**config.mk**
```make
export PLATFORM = sky130hd
export DESIGN_NAME = nvm_program_control
export DESIGN_NICKNAME = d
export VERILOG_FILES = /design/src/rtl/nvm_pkg.sv /design/src/rtl/nvm_program_control.sv
export SDC_FILE = /design/constraint.sdc
export NUM_CORES = 1
export LEC_CHECK = 0
export BUFFER_PORTS_ARGS = -buffer_cell sky130_fd_sc_hd__buf_4
export CAP_MARGIN = 20
export CORE_MARGIN = 3
export CORE_UTILIZATION = 25
export DETAILED_ROUTE_END_ITERATION = 8
export HOLD_SLACK_MARGIN = 0.1
export SLEW_MARGIN = 10
export SYNTH_ARGS = -nofsm -noshare
export SYNTH_HDL_FRONTEND = slang
export SYNTH_SLANG_ARGS = --single-unit
```
**constraint.sdc**
```tcl
create_clock -name clk -period 4.9 [get_ports clk]
set_input_delay 0.49 -clock clk [delete_from_list [all_inputs] [get_ports clk]]
set_output_delay 0.49 -clock clk [all_outputs]
set_load 0.02 [all_outputs]
```
**src/rtl/nvm_pkg.sv**
```systemverilog
`default_nettype none
package nvm_pkg;
	// Register word indices; byte address is four times the index
	localparam logic [15:0] CTRL_INDEX = 16'h400A;
	localparam logic [15:0] KEY_INDEX = 16'h4008;
	localparam logic [15:0] STATUS_INDEX = 16'h4010;
	localparam logic [17:0] CTRL_ADDR = {CTRL_INDEX, 2'h0};
	localparam logic [17:0] KEY_ADDR = {KEY_INDEX, 2'h0};
	localparam logic [17:0] STATUS_ADDR = {STATUS_INDEX, 2'h0};
	localparam logic [15:0] UNLOCK_VALUE = 16'h9716;
	// Control field positions
	localparam int PROG_BIT = 15;
	localparam int MEM_BIT = 13;
	localparam int FINAL_BIT = 11;
	localparam int VERIFY_BIT = 10;
	localparam int WRITE_BIT = 9;
	localparam int READ_BIT = 8;
	localparam int MARGIN_LSB = 6;
	localparam int ALL_BIT = 5;
	localparam int PAGE_LSB = 0;
	// Reset values
	localparam logic MEM_RESET = 1'b1;
	localparam logic [1:0] MARGIN_RESET = 2'h0;
	localparam logic [1:0] PAGE_RESET = 2'h0;
	// Margin encodings
	localparam logic [1:0] MARGIN_NORMAL = 2'h0;
	localparam logic [1:0] MARGIN_RSVD = 2'h1;
	localparam logic [1:0] MARGIN_ONE = 2'h2;
	localparam logic [1:0] MARGIN_TWO = 2'h3;
	// Command codes on the memory port
	typedef enum logic [2:0] {
		CMD_NONE = 3'b000,
		CMD_READ = 3'b001,
		CMD_WRITE = 3'b010,
		CMD_VERIFY = 3'b011,
		CMD_FINAL = 3'b100
	} nvm_cmd_t;
	typedef enum logic [1:0] {
		ST_IDLE = 2'b00,
		ST_ISSUE = 2'b01,
		ST_WAIT = 2'b10
	} ctl_state_t;
endpackage : nvm_pkg
`default_nettype wire

```
**src/rtl/nvm_program_control.sv**
```systemverilog
`default_nettype none
module nvm_program_control
	import nvm_pkg::*;
(
	input wire logic clk,
	input wire logic sys_rst,
	input wire logic psel,
	input wire logic penable,
	input wire logic pwrite,
	input wire logic [17:0] paddr,
	input wire logic [31:0] pwdata,
	output logic [31:0] prdata,
	output logic pready,
	output logic pslverr,
	output logic program_state,
	output logic [2:0] mem_cmd,
	output logic mem_cmd_valid,
	output logic mem_emulation_sel,
	output logic mem_all_pages,
	output logic [2:0] mem_page,
	output logic [1:0] mem_margin,
	input wire logic mem_done,
	input wire logic mem_fail
);

	typedef struct packed {
		// Bus response
		logic [31:0] prdata;
		logic pready;
		logic pslverr;
		// Control register and lock
		logic unlocked;
		logic prog_state;
		logic mem_otp;
		logic finalised;
		logic [3:0] cmd_bits;
		logic [1:0] margin;
		logic all_pages;
		logic [1:0] page;
		// Command engine
		ctl_state_t state;
		logic [2:0] cmd;
		logic cmd_valid;
		logic last_fail;
		logic last_refused;
		// Held toward the memory engine from issue until the next command issues
		logic [2:0] page_out;
		logic emu_out;
		logic all_out;
		logic [1:0] margin_out;
	} state_t;

	typedef enum logic [1:0] {
		SEL_CTRL = 2'b00,
		SEL_KEY = 2'b01,
		SEL_STATUS = 2'b10,
		SEL_NONE = 2'b11
	} reg_sel_t;

	state_t s_reg;
	state_t s_next;

	// Page field to physical page, per target memory
	function automatic logic [2:0] page_map(input logic otp, input logic [1:0] code);
		if (otp) begin
			page_map = {1'b0, code};
		end else begin
			case (code)
				2'h0: begin
					page_map = 3'h2;
				end
				2'h1: begin
					page_map = 3'h3;
				end
				2'h2: begin
					page_map = 3'h4;
				end
				default: begin
					// Reserved code; refused before it can be issued
					page_map = 3'h0;
				end
			endcase
		end
	endfunction : page_map

	function automatic nvm_cmd_t pick_cmd(input logic [3:0] bits);
		if (bits[3]) begin
			pick_cmd = CMD_FINAL;
		end else if (bits[2]) begin
			pick_cmd = CMD_VERIFY;
		end else if (bits[1]) begin
			pick_cmd = CMD_WRITE;
		end else if (bits[0]) begin
			pick_cmd = CMD_READ;
		end else begin
			pick_cmd = CMD_NONE;
		end
	endfunction : pick_cmd

	// Command bits of a control write, highest priority first
	function automatic logic [3:0] cmd_field_of(input logic [15:0] word);
		cmd_field_of = {word[FINAL_BIT], word[VERIFY_BIT], word[WRITE_BIT], word[READ_BIT]};
	endfunction : cmd_field_of

	// Single-page commands to the emulation memory have no fourth page
	function automatic logic reserved_page(input logic otp, input logic all, input logic [1:0] code);
		reserved_page = !otp && !all && code == 2'h3;
	endfunction : reserved_page

	// Only whole-word addresses hit; anything else answers with an error
	function automatic reg_sel_t decode_reg(input logic [17:0] addr);
		case (addr)
			CTRL_ADDR: begin
				decode_reg = SEL_CTRL;
			end
			KEY_ADDR: begin
				decode_reg = SEL_KEY;
			end
			STATUS_ADDR: begin
				decode_reg = SEL_STATUS;
			end
			default: begin
				decode_reg = SEL_NONE;
			end
		endcase
	endfunction : decode_reg

	logic access;
	logic [15:0] ctrl_view;
	logic [15:0] wd;
	nvm_cmd_t want;
	logic refuse;
	reg_sel_t reg_sel;
	logic [15:0] status_view;
	logic [3:0] cmd_field;
	logic cmd_ready;
	logic otp_closed;
	logic page_reserved;
	logic emu_write;
	logic [2:0] issue_page;
	logic [1:0] issue_margin;

	assign access = psel && penable && !s_reg.pready;
	assign wd = pwdata[15:0];
	assign want = pick_cmd(s_reg.cmd_bits);
	assign reg_sel = decode_reg(paddr);
	assign cmd_field = cmd_field_of(wd);
	assign cmd_ready = s_reg.state == ST_IDLE && s_reg.cmd_bits == 4'h0;

	always_comb begin
		ctrl_view = 16'h0000;
		ctrl_view[PROG_BIT] = s_reg.prog_state;
		ctrl_view[MEM_BIT] = s_reg.mem_otp;
		ctrl_view[FINAL_BIT] = s_reg.cmd_bits[3];
		ctrl_view[VERIFY_BIT] = s_reg.cmd_bits[2];
		ctrl_view[WRITE_BIT] = s_reg.cmd_bits[1];
		ctrl_view[READ_BIT] = s_reg.cmd_bits[0];
		ctrl_view[MARGIN_LSB +: 2] = s_reg.margin;
		ctrl_view[ALL_BIT] = s_reg.all_pages;
		ctrl_view[PAGE_LSB +: 2] = s_reg.page;
	end

	// Status word: busy, finalised, last fail, last refused, unlocked, program state
	always_comb begin
		status_view = 16'h0000;
		status_view[0] = s_reg.prog_state;
		status_view[1] = s_reg.unlocked;
		status_view[2] = s_reg.last_refused;
		status_view[3] = s_reg.last_fail;
		status_view[4] = s_reg.finalised;
		status_view[5] = s_reg.state != ST_IDLE;
	end

	// Refuse OTP programming after finalise, emulation writes and the reserved emulation page.
	// A refused command still clears its bit, so software never waits on a command that cannot run.
	always_comb begin
		otp_closed = s_reg.finalised && s_reg.mem_otp && (want == CMD_WRITE || want == CMD_FINAL);
		page_reserved = reserved_page(s_reg.mem_otp, s_reg.all_pages, s_reg.page);
		emu_write = want == CMD_WRITE && !s_reg.mem_otp;
		refuse = otp_closed || page_reserved || emu_write;
	end

	// What an issued command carries to the engine
	always_comb begin
		if (s_reg.all_pages) begin
			issue_page = 3'h0;
		end else begin
			issue_page = page_map(s_reg.mem_otp, s_reg.page);
		end
		if (want == CMD_READ || want == CMD_VERIFY) begin
			issue_margin = s_reg.margin;
		end else begin
			// Write and finalise always sense at the normal level
			issue_margin = MARGIN_NORMAL;
		end
	end

	// Bus side answers with one wait state; the command engine below runs beside it

	always_comb begin
		s_next = s_reg;
		s_next.pready = 1'b0;
		s_next.pslverr = 1'b0;
		s_next.cmd_valid = 1'b0;
		if (access) begin
			s_next.pready = 1'b1;
			s_next.prdata = 32'h0000_0000;
			case (reg_sel)
				SEL_CTRL: begin
					if (pwrite) begin
						// Keyed fields ignored while locked; page and all-pages are open
						if (s_reg.unlocked) begin
							if (wd[PROG_BIT]) begin
								s_next.prog_state = 1'b1;
							end
							s_next.mem_otp = wd[MEM_BIT];
							s_next.margin = wd[MARGIN_LSB +: 2];
							// Commands latch only while idle; a busy write leaves them alone
							if (cmd_ready) begin
								s_next.cmd_bits = cmd_field;
							end
						end
						s_next.all_pages = wd[ALL_BIT];
						s_next.page = wd[PAGE_LSB +: 2];
					end else begin
						s_next.prdata = {16'h0000, ctrl_view};
					end
				end
				SEL_KEY: begin
					if (pwrite) begin
						// Any other value locks again, so a stray write cannot leave keyed fields open
						s_next.unlocked = (wd == UNLOCK_VALUE);
					end
				end
				SEL_STATUS: begin
					if (!pwrite) begin
						s_next.prdata = {16'h0000, status_view};
					end
				end
				default: begin
					s_next.pslverr = 1'b1;
				end
			endcase
		end
		// Command engine: one operation at a time, and a command bit
		// clears on completion or refusal, never while the engine still holds it
		case (s_reg.state)
			ST_IDLE: begin
				if (s_reg.cmd_bits != 4'h0) begin
					s_next.state = ST_ISSUE;
				end
			end
			ST_ISSUE: begin
				if (refuse) begin
					s_next.last_refused = 1'b1;
					s_next.cmd_bits = 4'h0;
					s_next.state = ST_IDLE;
				end else begin
					s_next.last_refused = 1'b0;
					s_next.cmd = want;
					s_next.cmd_valid = 1'b1;
					s_next.emu_out = !s_reg.mem_otp;
					s_next.all_out = s_reg.all_pages;
					s_next.page_out = issue_page;
					s_next.margin_out = issue_margin;
					s_next.state = ST_WAIT;
				end
			end
			ST_WAIT: begin
				if (mem_done) begin
					s_next.last_fail = mem_fail;
					if (s_reg.cmd == CMD_FINAL && s_reg.emu_out == 1'b0 && !mem_fail) begin
						s_next.finalised = 1'b1;
					end
					s_next.cmd = CMD_NONE;
					s_next.cmd_bits = 4'h0;
					s_next.state = ST_IDLE;
				end
			end
			default: begin
				s_next.state = ST_IDLE;
			end
		endcase
		if (sys_rst) begin
			// Reset is the only way out of the program state
			s_next.prdata = 32'h0000_0000;
			s_next.pready = 1'b0;
			s_next.pslverr = 1'b0;
			s_next.unlocked = 1'b0;
			s_next.prog_state = 1'b0;
			s_next.mem_otp = MEM_RESET;
			s_next.finalised = 1'b0;
			s_next.cmd_bits = 4'h0;
			s_next.margin = MARGIN_RESET;
			s_next.all_pages = 1'b0;
			s_next.page = PAGE_RESET;
			s_next.state = ST_IDLE;
			s_next.cmd = CMD_NONE;
			s_next.cmd_valid = 1'b0;
			s_next.last_fail = 1'b0;
			s_next.last_refused = 1'b0;
			s_next.page_out = 3'h0;
			s_next.emu_out = 1'b0;
			s_next.all_out = 1'b0;
			s_next.margin_out = MARGIN_NORMAL;
		end
	end

	always_ff @(posedge clk) begin
		s_reg <= s_next;
	end

	assign prdata = s_reg.prdata;
	assign pready = s_reg.pready;
	assign pslverr = s_reg.pslverr;
	assign program_state = s_reg.prog_state;
	assign mem_cmd = s_reg.cmd;
	assign mem_cmd_valid = s_reg.cmd_valid;
	assign mem_emulation_sel = s_reg.emu_out;
	assign mem_all_pages = s_reg.all_out;
	assign mem_page = s_reg.page_out;
	assign mem_margin = s_reg.margin_out;

endmodule : nvm_program_control
`default_nettype wire

```
==> out/qor.yml <==
grt:
  grt_usage_pct: 11.4
  grt_max_degree: 27
  grt_pass1_vias: 1986
  grt_pass1_wl_um: 10100
  overflow: 0
  antenna_found_initial: 0
sta:
  tightestPinTransition_ps: 917
  final-setup-viol-count: 0
  setup-tns-final_ps: 0
  hold_slack_ps: 455
  rsz0062_at_grt: "no"
  maxSlewHeadroom_pct: 38.6
  fmax_ghz: 0.500
  hold_viol_final: 0
  final-max-slew-violation-count: 0
  period_needed_ps: 2000
  setup_slack_ps: 2900
  fin_crit_sh_pct: 40.8
  skew_ps: 6.38
die:
  core-area_um2: 9330
  num_rows: 35
  die_height_um: 104
  dieArea_um2: 10900
  dieWidth_um: 104
  ios: 103
  start_util_pct: 25.9
detailed_routing:
  vias: 2001
  drt_iter0_markers: 88
  postRouteAntennaNets: 0
  post_drt_via_cell_ratio: 4.68
  wl_per_cell_um: 14.3
  wirelength_um: 6120
  drc: 0
  drtPass1Iterations: 4
finish:
  regArea_um2: 881
  fin_area_um2: 2860
  largest_reg_flops: 14
  drive_gt1_share_pct: 29.4
  antennaDiodeCount: 0
  fillers: 1002
  syn_to_final_growth_pct: 18.5
  multi_input_area_um2: 1200
  layout.nets: 360
clock_network:
  postCtsSetupRepairBufs: 0
  numCtsBuffers: 5
  cts_buffer_depth: 2
  htreeDepth: 2
  post_cts_resized: 0
  clkTransAtPathRegs_ps: 80
  cts_sinks: 44
  cts_root_buf: "clkbuf_8"
  ctsHoldBuffers: 0
  clock_latency_ps: 300
  cts_tree: "done"
synth:
  ys_ff_latch: 44
  ys_seq_area_share_pct: 36.5
  post_synth.cell_area_avg_um2: 9.36
  synth_compound_area_share_pct: 18.8
  synthesis.area_um2: 2420
  synthDistinctLibCells: 55
  synthAdderAreaFrac_pct: 2.07
  synth_top_family_by_area: "simple AND/OR/NAND/NOR gates"
  synth_xor_area_share_pct: 0.363
  synth_ff_type: "dfxtp_1"
  yosys-mux-area-fraction_pct: 2.07
  yosys_warnings: 0
  synth_simple_gate_area_share_pct: 23.6
  netlist_instances: 258
  synth-edff-count: 0
  synthArstFlopShare_pct: 0
placed_design:
  gp_congestion: 0.827
  dp_hpwl_um: 4860
  pre_cts_ws_ps: 2710
  portBuffers: 68
  post_dp_cell_area_um2: 2790
power:
  switching_share_pct: 31.0
  peakVddDrop_uv: 106
  seqPwrFrac_pct: 48.7
  p_int_uw: 548
  p_switching_uw: 246
  p_leak_nw: 1.17
  pwr-share-clk_pct: 27.3
  pwr-share-comb_pct: 24.0
  power_density_nw_per_um2: 277
setup_path:
  crit_fanout: 12
  slowest_delay_ps: 720
  cpMaxStageDelayCell: "o211ai_1"
  worstSetupPathType: "reg -> reg"
  r2r_setup_slack_ps: 2900
  path_cells: "nor2b_1, o211ai_1, a21oi_1, a2111oi_2"
  reg2reg_depth: 4
  worstPathArrival_ps: 2190
  required_ps: 5090
  cp-start-kind: "register"
  worstSetupEndpointType: "register"
hold_path:
  hold_depth: 3
  hold_path.class: "in -> reg"
run:
  cap_violations: 0
outcome:
  status: "complete, no violations"
[power by group through the flow]
stage               logic (mW)  registers [mW]  clock network (mW)
finish                   0.191           0.387               0.217
detailed placement       0.190           0.395                   0
floorplan                0.133           0.398                   0
global route             0.209           0.388               0.238
global placement         0.187           0.394                   0
CTS                      0.192           0.387               0.223
[worst max-delay path, delay by kind of cell, from the launching register on]
| kind | cells | cell delay, ps |
|---|---|---|
| flops | 1 | 370 |
| compound gates | 3 | 1370 |
| simple gates | 1 | 160 |
[cells by family after synthesis]
group                    after synthesis
AND/OR/NAND/NOR                       83
AO/OA/AOI/OAI                         60
buffers and inverters                 60
flip-flops                            44
multiplexers                           5
adder cells (fa/ha/maj)                4
other                                  1
XOR/XNOR                               1
[cell usage after synthesis (all sizes together), types with 7 or more instances]
| cell | count | area (um^2) |
|---|---|---|
| dfxtp | 44 | 881 |
| nor4 | 7 | 77.6 |
| buf | 48 | 354 |
| nand4 | 12 | 96.3 |
| o21ai | 7 | 35.0 |
| nand2b | 8 | 50.1 |
| nor2 | 12 | 45.0 |
| a22o | 9 | 78.8 |
| inv | 8 | 30.0 |
| a21oi | 16 | 80.1 |
| nand2 | 15 | 56.3 |
[per-layer routing]
layer  track usage, %  up-vias  part of all wire, %
li1                 -      974                    -
met1             14.5      939                   44
met2             18.4       80                   47
met3             3.35        8                  7.7
met4             3.89        0                  1.5
met5                0        -                    0
[path summary, 6_finish.rpt]
kind                                             endpoint               startpoint
worst max-delay path             ctrl_view[10]$_SDFF_PP0_  ctrl_view[9]$_SDFF_PP0_
worst min-delay path            ctrl_view[5]$_SDFFE_PP0P_                pwdata[5]
worst max register to register   ctrl_view[10]$_SDFF_PP0_  ctrl_view[9]$_SDFF_PP0_
worst min register to register      s_reg[8]$_SDFFE_PP0P_    s_reg[8]$_SDFFE_PP0P_
[placed cells by master, fill, tap and decap left out, types with 4 or more instances in the layout]
| cell | instances |
|---|---|
| dfxtp_1 | 44 |
| conb_1 | 18 |
| a22o_1 | 9 |
| nor2_1 | 12 |
| a2111oi_2 | 4 |
| nand2_1 | 15 |
| clkbuf_8 | 5 |
| a21oi_1 | 16 |
| buf_4 | 68 |
| o21ai_0 | 6 |
| nand4_1 | 10 |
| o31ai_1 | 5 |
| inv_1 | 8 |
| nand2b_1 | 8 |
| ha_1 | 4 |
| mux2i_1 | 5 |
[area by class of cell]
cell class | count | area share [%]
clock buffers | 6 | 2.53
clock inverters | 1 | 0.175
inverters | 9 | 1.18
multi-input cells | 171 | 41.9
flip-flops and latches | 44 | 30.8
well taps | 129 | 5.64
repair buffers | 68 | 17.8
[per-stage QoR]
stage,power (mW),cells,utilization [%]
floorplan,0.531,275,-
global placement,0.581,421,29.9
detailed placement,0.585,421,29.9
CTS,0.802,428,30.7
global route,0.835,428,30.7
finish,0.794,428,30.7
No activity file was read; power rests on OpenSTA's default activity.
